===== src/lemb_pkg.sv =====
// Constants, field layouts and carrier types of the event message builder.
// Assumes a single 10 MHz clock and an AXI4-Lite register master.
package lemb_pkg;

  // Message headers: length byte counts event code plus content
  localparam logic [7:0] LEN_TIMING     = 8'h07;
  localparam logic [7:0] CODE_TIMING    = 8'h89;
  localparam logic [7:0] LEN_PASSKEY    = 8'h07;
  localparam logic [7:0] CODE_PASSKEY   = 8'h8E;
  localparam logic [7:0] LEN_KEYREQ     = 8'h02;
  localparam logic [7:0] CODE_KEYREQ    = 8'h8F;
  localparam logic [7:0] KIND_PASSKEY   = 8'h01;
  localparam logic [7:0] LEN_CREDIT     = 8'h02;
  localparam logic [7:0] CODE_CREDIT    = 8'h8A;
  localparam logic [7:0] CODE_PIPEERR   = 8'h8D;
  localparam logic [7:0] LEN_PIPE_BASE  = 8'h03;
  localparam logic [7:0] PIPE_ERR_UNKN  = 8'h80;

  // Field limits and encodings
  localparam logic [15:0] LATENCY_MAX   = 16'h03E8;
  localparam logic [4:0]  PIPE_DATA_MAX = 5'h1B;
  localparam logic [7:0]  ASCII_ZERO    = 8'h30;
  localparam logic [3:0]  DIGIT_MAX     = 4'h9;
  localparam logic [7:0]  CREDIT_MAX    = 8'hFF;
  localparam logic [4:0]  BYTES_TIMING  = 5'h08;
  localparam logic [4:0]  BYTES_PASSKEY = 5'h08;
  localparam logic [4:0]  BYTES_SHORT   = 5'h03;
  localparam logic [4:0]  BYTES_PIPE    = 5'h04;
  localparam int          MSG_BITS      = 248;

  // Key entry deadline
  localparam int unsigned KEY_TIMEOUT_S      = 30;
  localparam int unsigned CLK_HZ             = 10_000_000;
  localparam int unsigned KEY_TIMEOUT_CYCLES = KEY_TIMEOUT_S * CLK_HZ;

  // Register byte offsets
  localparam logic [11:0] REG_CTRL   = 12'h000;
  localparam logic [11:0] REG_STATUS = 12'h004;
  localparam logic [11:0] REG_MASK   = 12'h008;
  localparam logic [11:0] REG_STATE  = 12'h00C;

  // Control and status bit positions
  localparam int CTRL_CFG_DONE  = 0;
  localparam int CTRL_MITM      = 1;
  localparam int CTRL_IOCAP     = 2;
  localparam int ST_SENT        = 0;
  localparam int ST_KEY_TIMEOUT = 1;
  localparam int ST_PIPE_ERR    = 2;
  localparam int ST_TIMING      = 3;
  localparam int ST_WIDTH       = 4;

  localparam logic [1:0] RESP_OKAY   = 2'h0;
  localparam logic [1:0] RESP_SLVERR = 2'h2;

  // Carriers
  typedef struct packed {
    logic [15:0] interval;
    logic [15:0] latency;
    logic [15:0] timeout;
  } lemb_timing_t;

  typedef struct packed {
    logic [215:0] data;
    logic [4:0]   dlen;
    logic [7:0]   code;
    logic [7:0]   pipe;
  } lemb_pipe_err_t;

  typedef enum logic [1:0] {
    ST_IDLE = 2'b00,
    ST_SEND = 2'b01
  } lemb_state_t;

endpackage


===== src/lemb_link_event_message_builder.sv =====
// Event message builder: queues link events and streams their messages
// byte by byte to the host message interface, with AXI4-Lite registers.
// Assumes event pulses are synchronous to aclk and the stream sink obeys
// valid/ready.
// Operation
// - Timing report on connect or parameter update
// - Timing report: length 7, code 0x89
// - Connection interval sent high byte first
// - Interval field in 1.25 ms units
// - Latency low byte first, at most 0x03E8
// - Link timeout field in 10 ms units
// - Passkey display: length 7, code 0x8E
// - Pairing events only when configured and enabled
// - Key request: length 2, code 0x8F, kind 1
// - No key in 30 s: fail bond, drop link
// - Credit return: length 2, code 0x8A
// - Credits equal locations freed since last return
// - Pipe failure report, code 0x8D, on failure
// - Pipe, nonzero error code, up to 27 bytes
`timescale 1ns/1ps
module lemb_link_event_message_builder
  import lemb_pkg::*;
#(
  parameter int unsigned KEY_WAIT_CYCLES = KEY_TIMEOUT_CYCLES
)(
  // Clock and reset
  input  wire logic           aclk,
  input  wire logic           aresetn,
  // AXI4-Lite slave
  input  wire logic [11:0]    s_axi_awaddr,
  input  wire logic           s_axi_awvalid,
  output logic                s_axi_awready,
  input  wire logic [31:0]    s_axi_wdata,
  input  wire logic [3:0]     s_axi_wstrb,
  input  wire logic           s_axi_wvalid,
  output logic                s_axi_wready,
  output logic [1:0]          s_axi_bresp,
  output logic                s_axi_bvalid,
  input  wire logic           s_axi_bready,
  input  wire logic [11:0]    s_axi_araddr,
  input  wire logic           s_axi_arvalid,
  output logic                s_axi_arready,
  output logic [31:0]         s_axi_rdata,
  output logic [1:0]          s_axi_rresp,
  output logic                s_axi_rvalid,
  input  wire logic           s_axi_rready,
  // Link events from the radio controller, and the host's key answer
  input  wire logic           conn_timing_evt,
  input  wire lemb_timing_t   conn_timing,
  input  wire logic           passkey_show_evt,
  input  wire logic [23:0]    passkey_bcd,
  input  wire logic           passkey_entry_evt,
  input  wire logic           key_setting_command,
  input  wire logic           credit_freed,
  input  wire logic           pipe_fail_evt,
  input  wire lemb_pipe_err_t pipe_fail,
  // Message byte stream to the host message interface
  output logic [7:0]          msg_byte,
  output logic                msg_valid,
  output logic                msg_last,
  input  wire logic           msg_ready,
  // Link supervision and interrupt
  output logic                bond_fail,
  output logic                link_terminate,
  output logic                irq
);

  // Saturating BCD digit to ASCII character
  function automatic logic [7:0] digit_ascii(input logic [3:0] d);
    logic [3:0] s;
    s = (d > DIGIT_MAX) ? DIGIT_MAX : d;
    return ASCII_ZERO + {4'h0, s};
  endfunction

  lemb_state_t          state_q, state_d;
  logic [MSG_BITS-1:0]  msg_q;
  logic [4:0]           left_q;
  lemb_timing_t         tim_q;
  lemb_pipe_err_t       pe_q;
  logic [23:0]          pk_q;
  logic                 tim_pend_q, pk_pend_q, kr_pend_q, pe_pend_q;
  logic [7:0]           credit_q;
  logic                 key_wait_q, kr_in_flight_q, fail_q;
  logic [31:0]          timer_q;
  logic [2:0]           ctrl_q;
  logic [ST_WIDTH-1:0]  status_q, mask_q;
  logic [11:0]          awaddr_q;
  logic [31:0]          wdata_q;
  logic                 aw_have_q, w_have_q, bvalid_q, rvalid_q;
  logic                 wstrb0_q;
  logic [1:0]           bresp_q, rresp_q;
  logic [31:0]          rdata_q;

  // Pairing events pass only after configuration with MITM and IO set
  wire pair_ok   = &ctrl_q;
  wire pk_set    = passkey_show_evt & pair_ok;
  wire kr_set    = passkey_entry_evt & pair_ok;

  // Message selection, fixed priority
  wire idle      = (state_q == ST_IDLE);
  wire any_pend  = pe_pend_q | kr_pend_q | pk_pend_q | tim_pend_q |
                   (credit_q != 8'h00);
  wire load      = idle & any_pend;
  wire sel_pe    = pe_pend_q;
  wire sel_kr    = !pe_pend_q & kr_pend_q;
  wire sel_pk    = !pe_pend_q & !kr_pend_q & pk_pend_q;
  wire sel_tim   = !pe_pend_q & !kr_pend_q & !pk_pend_q & tim_pend_q;
  wire sel_cr    = !pe_pend_q & !kr_pend_q & !pk_pend_q & !tim_pend_q;
  wire beat      = msg_valid & msg_ready;
  wire done      = beat & msg_last;

  // Message images, first byte in the low bits
  wire [63:0] img_tim = {tim_q.timeout[15:8], tim_q.timeout[7:0],
                         tim_q.latency[15:8], tim_q.latency[7:0],
                         tim_q.interval[7:0], tim_q.interval[15:8],
                         CODE_TIMING, LEN_TIMING};
  wire [63:0] img_pk  = {digit_ascii(pk_q[3:0]),
                         digit_ascii(pk_q[7:4]),
                         digit_ascii(pk_q[11:8]),
                         digit_ascii(pk_q[15:12]),
                         digit_ascii(pk_q[19:16]),
                         digit_ascii(pk_q[23:20]),
                         CODE_PASSKEY, LEN_PASSKEY};
  wire [23:0] img_kr  = {KIND_PASSKEY, CODE_KEYREQ, LEN_KEYREQ};
  wire [23:0] img_cr  = {credit_q, CODE_CREDIT, LEN_CREDIT};
  wire [7:0]  pe_len  = LEN_PIPE_BASE + {3'h0, pe_q.dlen};
  wire [MSG_BITS-1:0] img_pe = {pe_q.data, pe_q.code, pe_q.pipe,
                                CODE_PIPEERR, pe_len};

  wire [MSG_BITS-1:0] next_img =
      sel_pe  ? img_pe :
      sel_kr  ? MSG_BITS'(img_kr) :
      sel_pk  ? MSG_BITS'(img_pk) :
      sel_tim ? MSG_BITS'(img_tim) : MSG_BITS'(img_cr);
  wire [4:0] next_cnt =
      sel_pe  ? BYTES_PIPE + pe_q.dlen :
      sel_pk  ? BYTES_PASSKEY :
      sel_tim ? BYTES_TIMING : BYTES_SHORT;

  // Captured event fields, limited to their legal ranges
  wire [15:0] lat_lim  = (conn_timing.latency > LATENCY_MAX) ?
                         LATENCY_MAX : conn_timing.latency;
  wire [4:0]  dlen_lim = (pipe_fail.dlen > PIPE_DATA_MAX) ?
                         PIPE_DATA_MAX : pipe_fail.dlen;
  wire [7:0]  code_nz  = (pipe_fail.code == 8'h00) ?
                         PIPE_ERR_UNKN : pipe_fail.code;

  // Stream outputs: byte from the shift image, valid from the state
  assign msg_byte       = msg_q[7:0];
  assign msg_valid      = (state_q == ST_SEND);
  assign msg_last       = msg_valid & (left_q == 5'h01);
  assign bond_fail      = fail_q;
  assign link_terminate = fail_q;
  assign irq            = |(status_q & mask_q);

  // Sequencer
  always_comb
  begin
    state_d = state_q;
    case (state_q)
      ST_IDLE: if (load) state_d = ST_SEND;
      ST_SEND: if (done) state_d = ST_IDLE;
      default: state_d = ST_IDLE;
    endcase
  end

  // Shift register; one message at a time, no extra buffering
  always_ff @(posedge aclk)
  begin
    if (!aresetn)
    begin
      state_q <= ST_IDLE;
      msg_q   <= '0;
      left_q  <= 5'h00;
    end
    else
    begin
      state_q <= state_d;
      if (load)
      begin
        msg_q  <= next_img;
        left_q <= next_cnt;
      end
      else if (beat)
      begin
        msg_q  <= {8'h00, msg_q[MSG_BITS-1:8]};
        left_q <= left_q - 5'h01;
      end
    end
  end

  // Pending events; a new event in the cycle of its load wins
  always_ff @(posedge aclk)
  begin
    if (!aresetn)
    begin
      tim_pend_q <= 1'b0;
      pk_pend_q  <= 1'b0;
      kr_pend_q  <= 1'b0;
      pe_pend_q  <= 1'b0;
      tim_q      <= '0;
      pk_q       <= 24'h00_0000;
      pe_q       <= '0;
    end
    else
    begin
      tim_pend_q <= conn_timing_evt | (tim_pend_q & !(load & sel_tim));
      pk_pend_q  <= pk_set | (pk_pend_q & !(load & sel_pk));
      kr_pend_q  <= kr_set | (kr_pend_q & !(load & sel_kr));
      pe_pend_q  <= pipe_fail_evt | (pe_pend_q & !(load & sel_pe));
      if (conn_timing_evt)
        tim_q <= '{interval: conn_timing.interval,
                   latency:  lat_lim,
                   timeout:  conn_timing.timeout};
      if (pk_set)
        pk_q <= passkey_bcd;
      if (pipe_fail_evt)
        pe_q <= '{data: pipe_fail.data, dlen: dlen_lim,
                  code: code_nz, pipe: pipe_fail.pipe};
    end
  end

  // Credits freed since the last return; saturates rather than wraps
  always_ff @(posedge aclk)
  begin
    if (!aresetn)
      credit_q <= 8'h00;
    else if (load & sel_cr)
      credit_q <= {7'h00, credit_freed};
    else if (credit_freed & (credit_q != CREDIT_MAX))
      credit_q <= credit_q + 8'h01;
  end

  // Key entry deadline, counted from the end of the key request
  always_ff @(posedge aclk)
  begin
    if (!aresetn)
    begin
      kr_in_flight_q <= 1'b0;
      key_wait_q     <= 1'b0;
      timer_q        <= 32'h0000_0000;
      fail_q         <= 1'b0;
    end
    else
    begin
      fail_q <= 1'b0;
      if (load)
        kr_in_flight_q <= sel_kr;
      if (done & kr_in_flight_q)
      begin
        key_wait_q <= 1'b1;
        timer_q    <= KEY_WAIT_CYCLES;
      end
      else if (key_wait_q & key_setting_command)
        key_wait_q <= 1'b0;
      else if (key_wait_q & (timer_q <= 32'h0000_0001))
      begin
        key_wait_q <= 1'b0;
        fail_q     <= 1'b1;
      end
      else if (key_wait_q)
        timer_q <= timer_q - 32'h0000_0001;
    end
  end

  // Register bus decode
  wire aw_take  = s_axi_awvalid & s_axi_awready;
  wire w_take   = s_axi_wvalid & s_axi_wready;
  wire wr_go    = aw_have_q & w_have_q & !bvalid_q;
  wire ar_take  = s_axi_arvalid & s_axi_arready;
  wire [3:0] ev = {tim_pend_q & load & sel_tim, pe_pend_q & load & sel_pe,
                   fail_q, done};
  wire rd_stat  = ar_take & (s_axi_araddr == REG_STATUS);
  // Control and mask live in byte lane 0; a write without it is ignored
  wire wdata_strb0 = wstrb0_q;
  wire wr_ctrl  = wr_go & (awaddr_q == REG_CTRL) & wdata_strb0;
  wire wr_mask  = wr_go & (awaddr_q == REG_MASK) & wdata_strb0;
  wire wr_known = (awaddr_q == REG_CTRL) | (awaddr_q == REG_STATUS) |
                  (awaddr_q == REG_MASK) | (awaddr_q == REG_STATE);
  wire [31:0] rd_mux =
      (s_axi_araddr == REG_CTRL)   ? {29'h0, ctrl_q} :
      (s_axi_araddr == REG_STATUS) ? {28'h0, status_q} :
      (s_axi_araddr == REG_MASK)   ? {28'h0, mask_q} :
      {16'h0000, credit_q, 5'h00, key_wait_q, any_pend, msg_valid};
  wire rd_known = (s_axi_araddr == REG_CTRL) |
                  (s_axi_araddr == REG_STATUS) |
                  (s_axi_araddr == REG_MASK) | (s_axi_araddr == REG_STATE);

  assign s_axi_awready = !aw_have_q;
  assign s_axi_wready  = !w_have_q;
  assign s_axi_bvalid  = bvalid_q;
  assign s_axi_bresp   = bresp_q;
  assign s_axi_arready = !rvalid_q;
  assign s_axi_rvalid  = rvalid_q;
  assign s_axi_rdata   = rdata_q;
  assign s_axi_rresp   = rresp_q;

  // Write channel: address and data in either order
  always_ff @(posedge aclk)
  begin
    if (!aresetn)
    begin
      aw_have_q <= 1'b0;
      w_have_q  <= 1'b0;
      awaddr_q  <= 12'h000;
      wdata_q   <= 32'h0000_0000;
      bvalid_q  <= 1'b0;
      bresp_q   <= RESP_OKAY;
      wstrb0_q  <= 1'b0;
    end
    else
    begin
      if (aw_take)
        awaddr_q <= {s_axi_awaddr[11:2], 2'b00};
      if (w_take)
        wstrb0_q <= s_axi_wstrb[0];
      if (w_take & s_axi_wstrb[0])
        wdata_q <= s_axi_wdata;
      else if (w_take)
        wdata_q <= {s_axi_wdata[31:8], wdata_q[7:0]};
      aw_have_q <= (aw_have_q | aw_take) & !wr_go;
      w_have_q  <= (w_have_q | w_take) & !wr_go;
      if (wr_go)
      begin
        bvalid_q <= 1'b1;
        bresp_q  <= wr_known ? RESP_OKAY : RESP_SLVERR;
      end
      else if (s_axi_bready)
        bvalid_q <= 1'b0;
    end
  end

  // Control, mask and sticky status; a new event beats read-clear
  always_ff @(posedge aclk)
  begin
    if (!aresetn)
    begin
      ctrl_q   <= 3'h0;
      mask_q   <= '0;
      status_q <= '0;
      rvalid_q <= 1'b0;
      rdata_q  <= 32'h0000_0000;
      rresp_q  <= RESP_OKAY;
    end
    else
    begin
      if (wr_ctrl)
        ctrl_q <= wdata_q[2:0];
      if (wr_mask)
        mask_q <= wdata_q[ST_WIDTH-1:0];
      status_q <= ev | (status_q & {ST_WIDTH{!rd_stat}});
      if (ar_take)
      begin
        rvalid_q <= 1'b1;
        rdata_q  <= rd_known ? rd_mux : 32'h0000_0000;
        rresp_q  <= rd_known ? RESP_OKAY : RESP_SLVERR;
      end
      else if (s_axi_rready)
        rvalid_q <= 1'b0;
    end
  end

  // Checks
  a_timing_header: assert property (@(posedge aclk) disable iff (!aresetn)
    load & sel_tim |=> msg_q[15:0] == {CODE_TIMING, LEN_TIMING}
      && left_q == BYTES_TIMING)
    else $error("timing report header wrong");
  a_interval_msb_first: assert property (@(posedge aclk)
    disable iff (!aresetn)
    load & sel_tim |=> msg_q[23:16] == $past(tim_q.interval[15:8])
      && msg_q[31:24] == $past(tim_q.interval[7:0]))
    else $error("interval byte order wrong");
  a_latency_range: assert property (@(posedge aclk) disable iff (!aresetn)
    conn_timing_evt |=> tim_q.latency <= LATENCY_MAX)
    else $error("latency out of range");
  a_passkey_ascii: assert property (@(posedge aclk) disable iff (!aresetn)
    load & sel_pk |=> msg_q[15:0] == {CODE_PASSKEY, LEN_PASSKEY}
      && msg_q[23:16] >= ASCII_ZERO && msg_q[23:16] <= 8'h39)
    else $error("passkey message malformed");
  a_pairing_gate: assert property (@(posedge aclk) disable iff (!aresetn)
    $rose(kr_pend_q) |-> $past(&ctrl_q))
    else $error("key request without pairing setup");
  a_keyreq_image: assert property (@(posedge aclk) disable iff (!aresetn)
    load & sel_kr |=> msg_q[23:0] == {KIND_PASSKEY, CODE_KEYREQ,
      LEN_KEYREQ} && left_q == BYTES_SHORT)
    else $error("key request message malformed");
  a_key_deadline: assert property (@(posedge aclk) disable iff (!aresetn)
    key_wait_q & !key_setting_command & timer_q == 32'h0000_0001
      |=> fail_q ##1 !fail_q)
    else $error("deadline expiry did not fail bond");
  a_credit_image: assert property (@(posedge aclk) disable iff (!aresetn)
    load & sel_cr |=> msg_q[15:0] == {CODE_CREDIT, LEN_CREDIT}
      && msg_q[23:16] == $past(credit_q))
    else $error("credit message malformed");
  a_pipe_length: assert property (@(posedge aclk) disable iff (!aresetn)
    load & sel_pe |=> msg_q[7:0] == 8'(left_q - 5'h01)
      && msg_q[15:8] == CODE_PIPEERR && msg_q[31:24] != 8'h00)
    else $error("pipe report length or code wrong");

  c_timing_sent: cover property (@(posedge aclk) disable iff (!aresetn)
    load & sel_tim ##[1:16] done);
  c_key_timeout: cover property (@(posedge aclk) disable iff (!aresetn)
    fail_q);
  c_pipe_sent: cover property (@(posedge aclk) disable iff (!aresetn)
    load & sel_pe ##[1:40] done);

endmodule


===== config.mk =====
export PLATFORM = sky130hd
export DESIGN_NAME = lemb_link_event_message_builder
export DESIGN_NICKNAME = d
export VERILOG_FILES = /design/src/lemb_pkg.sv /design/src/lemb_link_event_message_builder.sv
export SDC_FILE = /design/constraint.sdc
export NUM_CORES = 1
export LEC_CHECK = 0
export ABC_AREA = 0
export BUFFER_PORTS_ARGS = -buffer_cell sky130_fd_sc_hd__buf_4
export CAP_MARGIN = 0
export CORE_ASPECT_RATIO = 1.2
export CORE_MARGIN = 8
export CORE_UTILIZATION = 45
export DETAILED_ROUTE_END_ITERATION = 8
export PLACE_DENSITY = 0.76
export REMOVE_ABC_BUFFERS = 1
export SETUP_SLACK_MARGIN = 0.2
export SYNTH_ARGS = -nofsm -noshare
export SYNTH_HDL_FRONTEND = slang
export SYNTH_SLANG_ARGS = --single-unit

===== constraint.sdc =====
create_clock -name aclk -period 4.1 [get_ports aclk]
set_clock_uncertainty 0.05 [all_clocks]
set_input_delay 0.82 -clock aclk [delete_from_list [all_inputs] [get_ports aclk]]
set_output_delay 0.82 -clock aclk [all_outputs]
set_load 0.05 [all_outputs]

Word-level counts from Yosys, hierarchy flattened

Cells that the tools add are included.

Logic and storage cells: 208
Register bits after elaboration: 677

Bitwise logic cells: 63
Equal/unequal tests: 13
Add/subtract/negate cells: 11
Muxes and demuxes: 44
Order comparisons: 9
Reductions and logical operators: 33

Operators by type and width:

| kind                  | number |
|---|---|
| $mux 248              | 3 |
| $mux 64               | 3 |
| $mux 29               | 4 |
| $mux 16               | 5 |
| $add 6x4->7 const A   | 6 |
| $and 1x1->1           | 41 |
| $mux 4                | 9 |
| $le 32x1->1 const B   | 1 |
| $sub 32x1->32 const B | 1 |
| $eq 12x4->1 const B   | 2 |
| $gt 4x4->1 const B    | 6 |
| $logic_not 12->1      | 2 |
| $eq 10x2->1 const B   | 2 |
| $mux 5                | 4 |
| $gt 16x10->1 const B  | 1 |
| $or 1x1->1            | 16 |
| $logic_not 1->1       | 14 |
| $eq 12x3->1 const B   | 1 |
| $eq 10x1->1 const B   | 1 |
| $mux 1                | 10 |
| $reduce_bool 2->1     | 5 |
| $reduce_and 3->1      | 3 |
| $add 8x1->8 const B   | 1 |
| $and 4x4->4           | 2 |
| 22 further kinds      | 30 |

Depth between registers and ports, before layout

Word-level depth: 9
Gate-level depth with buffers: 9
Gate-level depth less buffers: 7

Worst setup path before layout

OpenSTA, ideal clock, no wires.

Path type: input to register
Start point: input key_setting_command
End point: register timer_q[31]
Library setup time: 0.070 ns
Required time: 3.980 ns
Stages: 5
Slack: 1.630 ns
Arrival time: 2.350 ns
Path through: or4b_4 nor4_4 o2111ai_2 or4_1 a21oi_1

Word-level cells in the longest chain between the ends: 3

Ends and longest elaborated chain:

| item                              | RTL line                               | RTL |
|---|---|---|
| from (decl)                       | lemb_link_event_message_builder.sv:53  | `input wire logic key_setting_command,` |
| $and 1x1->1                       | lemb_link_event_message_builder.sv:254 | `else if (key_wait_q & key_setting_command)` |
| $not 1->1 (no source line)        | -                                      |  |
| $reduce_and 3->1 (no source line) | -                                      |  |
| to (signal assigned)              | lemb_link_event_message_builder.sv:262 | `timer_q <= timer_q - 32'h0000_0001;` |
| to (decl)                         | lemb_link_event_message_builder.sv:84  | `logic [31:0] timer_q;` |

Every way passes these cells.
A chain may end at the register's enable or synchronous reset.

Worst setup path after layout

Start point: register credit_q[0]
End point: register msg_q[22]

Word-level cells in the longest chain between the ends: 4
Elaborated cells on any way between the ends: 5
Classes of those cells: mux: 1; bitwise: 2; reduce/logical: 2

Ends and longest elaborated chain:

| item                                                 | RTL line                               | RTL |
|---|---|---|
| from (decl)                                          | lemb_link_event_message_builder.sv:82  | `logic [7:0] credit_q;` |
| from (signal assigned)                               | lemb_link_event_message_builder.sv:229 | `credit_q <= {7'h00, credit_freed};` |
| from (signal assigned)                               | lemb_link_event_message_builder.sv:231 | `credit_q <= credit_q + 8'h01;` |
| $reduce_bool 8->1 *                                  | lemb_link_event_message_builder.sv:102 | `(credit_q != 8'h00);` |
| $or 1x1->1 *                                         | lemb_link_event_message_builder.sv:101 | `wire any_pend = pe_pend_q \| kr_pend_q \| pk_pend_q \| tim_pend_q \|` |
| $and 1x1->1 *                                        | lemb_link_event_message_builder.sv:103 | `wire load = idle & any_pend;` |
| $mux 248 / $reduce_bool 2->1 (equally long branches) | -                                      |  |
| to (signal assigned)                                 | lemb_link_event_message_builder.sv:181 | `msg_q <= next_img;` |
| to (signal assigned)                                 | lemb_link_event_message_builder.sv:186 | `msg_q <= {8'h00, msg_q[MSG_BITS-1:8]};` |
| to (decl)                                            | lemb_link_event_message_builder.sv:76  | `logic [MSG_BITS-1:0] msg_q;` |

Every way passes the cells marked *; elsewhere a longest branch is shown, timed or not.

==> impl_metrics.py <==
metrics = {
    "outcome": {
        "status": "complete, no violations",
    },
    "logic_synthesis": {
        "async_flop_share": 0,
        "synth_area_um2": 27100,
        "synth_common_cells": "654 x dfxtp_1, 546 x nor2_1, 489 x nand2_1, 312 x a21oi_1, 278 x mux2i_1",
        "synth_cell_types": 66,
        "avgSynthCellArea_um2": 8.35,
        "syn_inst": 3248,
        "seq_area_frac_synth": 0.483,
        "synth_edf_count": 0,
        "ys.flop_type": "dfxtp_1",
        "synth_compound_area_frac": 0.165,
        "synth_fa_ha_area_frac": 0.00369,
        "yosysMostFrequentCell": "dfxtp_1",
        "netlist.area_leader.share": 0.483,
        "yosysWarnings": 0,
        "synth-xor-area-share": 0.00485,
        "ys_top_cells_by_area": "dfxtp_1 48%, mux2i_1 10%, nor2_1 7.6%",
        "synth_top_family_by_area": "simple AND/OR/NAND/NOR gates",
        "synth_mux_area_frac": 0.106,
        "synth_top_area_cell": "dfxtp_1",
        "ys_ff_latch": 654,
        "yosys.area_share.simple": 0.187,
    },
    "sta": {
        "max-slew-margin-rel": 0.236,
        "fin_crit_sh": 0.749,
        "setup_slack_ns": 1.03,
        "drv_slew": 0,
        "clock.fmax_mhz": 325,
        "setup_viol": 0,
        "tightest_slew_ns": 1.15,
        "fin_crit_ns": 3.07,
        "rsz0062_at_grt": "false",
        "finalHoldViolations": 0,
    },
    "critical_path": {
        "worst-endpoint-required_ns": 4.56,
        "crit_path_end": "msg_q[22]",
        "r2r-end": "msg_q[22]",
        "slowest_delay_ns": 0.61,
        "r2r-start": "credit_q[0]",
        "crit_path_start_kind": "flop",
        "slowest_stage": "nor4b_1",
        "r2r_slack_ns": 1.03,
        "worstSetupPathType": "reg -> reg",
        "cp_max_fo": 30,
        "cp.arrival_ns": 3.53,
        "crit_path_end_kind": "flop",
        "worstPathCellList": "inv_1 > ha_1 > nor4b_1 > nand3_1 > nand2b_2 > buf_12 > a221oi_1 > a311oi_1",
        "r2r_cells": 8,
        "cp-startpoint": "credit_q[0]",
    },
    "global_routing": {
        "antenna_found_initial": 15,
        "track_usage": 0.218,
        "grt_max_degree": 185,
        "grt_pass1_vias": 22600,
        "grt_pass1_wl_mm": 122,
        "overflow": 0,
    },
    "pwr": {
        "pwr-share-clk": 0.426,
        "peakVddDrop_mv": 0.375,
        "leakage_nw": 13.1,
        "sequentialPowerShare": 0.452,
        "power_density_nw_per_um2": 464,
        "switching_power_w": 0.00396,
        "power_w": 0.0152,
        "swShare": 0.261,
        "power_frac_comb": 0.122,
        "intPower_w": 0.0112,
    },
    "route": {
        "viasPerCell": 5.49,
        "drc_errors": 0,
        "drt_iter0_markers": 1641,
        "dr.pass1.iters": 7,
        "antenna_left": 0,
        "post_drt_wl_per_cell_um": 18.0,
        "num_vias": 23693,
        "totalWireLength_mm": 77.9,
    },
    "finish": {
        "fin_area_um2": 32700,
        "fillerInstances": 5408,
        "layout-drive-gt1-share": 0.163,
        "final_nets": 3848,
        "areaGrowthSynthToFinish_pct": 20.6,
    },
    "flow_run": {
        "maxCapViolCount": 0,
    },
    "clocking": {
        "numCtsBuffers": 68,
        "htreeDepth": 3,
        "cts.sinks": 654,
        "cts_tree": "yes",
        "cts_resized": 0,
        "clk_pin_slew_ns": 0.07,
        "cts_buffer_depth": 3,
        "post_cts_buffers": 0,
        "root_buffer": "clkbuf_16",
        "cts_hold_buf": 0,
        "clk_latency_ns": 0.61,
    },
    "worst_hold_path": {
        "hold_path_class": "in -> reg",
        "holdPathStages": 2,
    },
    "floorplan": {
        "io_pins": 437,
        "chipHeight_um": 285,
        "initial_core_util": 0.455,
        "rows": 98,
        "die_w_um": 240,
        "core_region_area_um2": 59600,
        "die-area_um2": 68400,
    },
    "placement": {
        "placed_cell_area_um2": 30300,
        "portBuffers": 381,
        "hpwlAfterDp_mm": 50.9,
        "place.gp.congestion": 0.896,
        "pre_cts_ws_ns": 1.02,
    },
}
[kinds of logic after synthesis]
kind of cell / count (synthesis)
flip-flops: 654
buffers and inverters: 321
other: 1
AO/OA/AOI/OAI: 760
XOR/XNOR: 15
adder cells (fa/ha/maj): 8
AND/OR/NAND/NOR: 1206
multiplexers: 283
[sequential cells by signal, summed over array words and instances, names as in the netlist, 3 cells and up]
| register | flops |
|---|---|
| credit_q | 8 |
| img_pe | 232 |
| pk_q | 24 |
| img_tim | 48 |
| mask_q | 4 |
| ctrl_q | 3 |
| timer_q | 32 |
| left_q | 5 |
| awaddr_q | 10 |
| s_axi_rdata | 12 |
| msg_q | 248 |
| status_q | 4 |
| wdata_q | 4 |
| pe_q | 5 |
[stage by stage]
| step | util | hold slack [ns] | instances | setup TNS, ns |
|---|---|---|---|---|
| final | 0.549 | 0.354 | 4317 | 0 |
| after global routing | 0.548 | 0.325 | 4309 | 0 |
| after CTS | 0.548 | 0.322 | 4309 | 0 |
| after detailed placement | 0.509 | 0.394 | 4187 | 0 |
| after global placement | 0.509 | 0.387 | 4187 | 0 |
| after floorplan | - | 0.374 | 2974 | -5215.34 |
[layout by cell type, fill, tap and decap left out, types with 5 or more instances in the layout]
cell type  synthesis  final
nor2_1           546    545
and3_1             8      8
buf_4             31    396
a222oi_1           6      6
a22o_1            11     11
clkbuf_8           0     16
conb_1             1     22
a31oi_1          196    195
mux2i_1          278    278
or4_1             16     16
nor2b_1            5      5
a221oi_1           5      5
a22oi_1           50     50
o221a_2            8      8
bufinv_16          0      7
or3_1             21     21
inv_1             25     24
diode_2            0      8
nor4_1            16     16
xnor2_1           12     12
o21a_1            10     10
a21oi_1          312    312
nand2_1          489    488
ha_1               8      8
a211oi_1          11     11
dfxtp_1          654    653
nor3_1            16     16
clkbuf_16          0     70
o21ai_0          115    114
clkbuf_1         222      9
buf_12             0     16
clkinv_2           0     11
a31o_2             5      5
and2_1            11     10
a311oi_1           6      6
nand3_1           32     32
o31ai_1            8      8
nand2b_1           8      7
nand4_1            6      6
[worst min path at each step]
stage / startpoint / to
floorplan: img_tim[44] / img_tim[44]
global placement: img_tim[45] / img_tim[45]
detailed placement: img_tim[44] / img_tim[44]
CTS: s_axi_rready / s_axi_rvalid
global route: s_axi_rready / s_axi_rvalid
finish: s_axi_rready / s_axi_rvalid
[layer usage]
layer / global-route usage / up-vias / part of all wire
li1: - / 11639 / -
met1: 0.279 / 11199 / 0.43
met2: 0.359 / 715 / 0.47
met3: 0.0510 / 128 / 0.076
met4: 0.0688 / 12 / 0.024
met5: 0 / - / 0.0011
[power by group through the flow]
| stage | combinational (W) | clock, W | sequential (W) |
|---|---|---|---|
| floorplan | 0.00101 | 0 | 0.00701 |
| detailed placement | 0.00184 | 0 | 0.00700 |
| global placement | 0.00181 | 0 | 0.00699 |
| CTS | 0.00185 | 0.00659 | 0.00686 |
| finish | 0.00185 | 0.00647 | 0.00686 |
| global route | 0.00201 | 0.00687 | 0.00689 |
[final cells by class]
cell class,count,area [um^2],area share
multi-input cells,2294,12800,0.391
repair buffers,413,3310,0.101
well taps,800,1000,0.0306
inverters,26,105,0.00321
flip-flops and latches,654,13100,0.401
diodes,8,20.0,0.000612
clock inverters,27,363,0.0111
clock buffers,95,2010,0.0613
[critical path, delay by kind of cell, from the launching register on]
kind                     cells  cell delay, ns
AND/OR/NAND/NOR              3            1.64
buffers and inverters        2            0.36
AO/OA/AOI/OAI                2            0.36
flip-flops                   1            0.35
adder cells (fa/ha/maj)      1            0.18
Power figures use the tool's default switching activity.
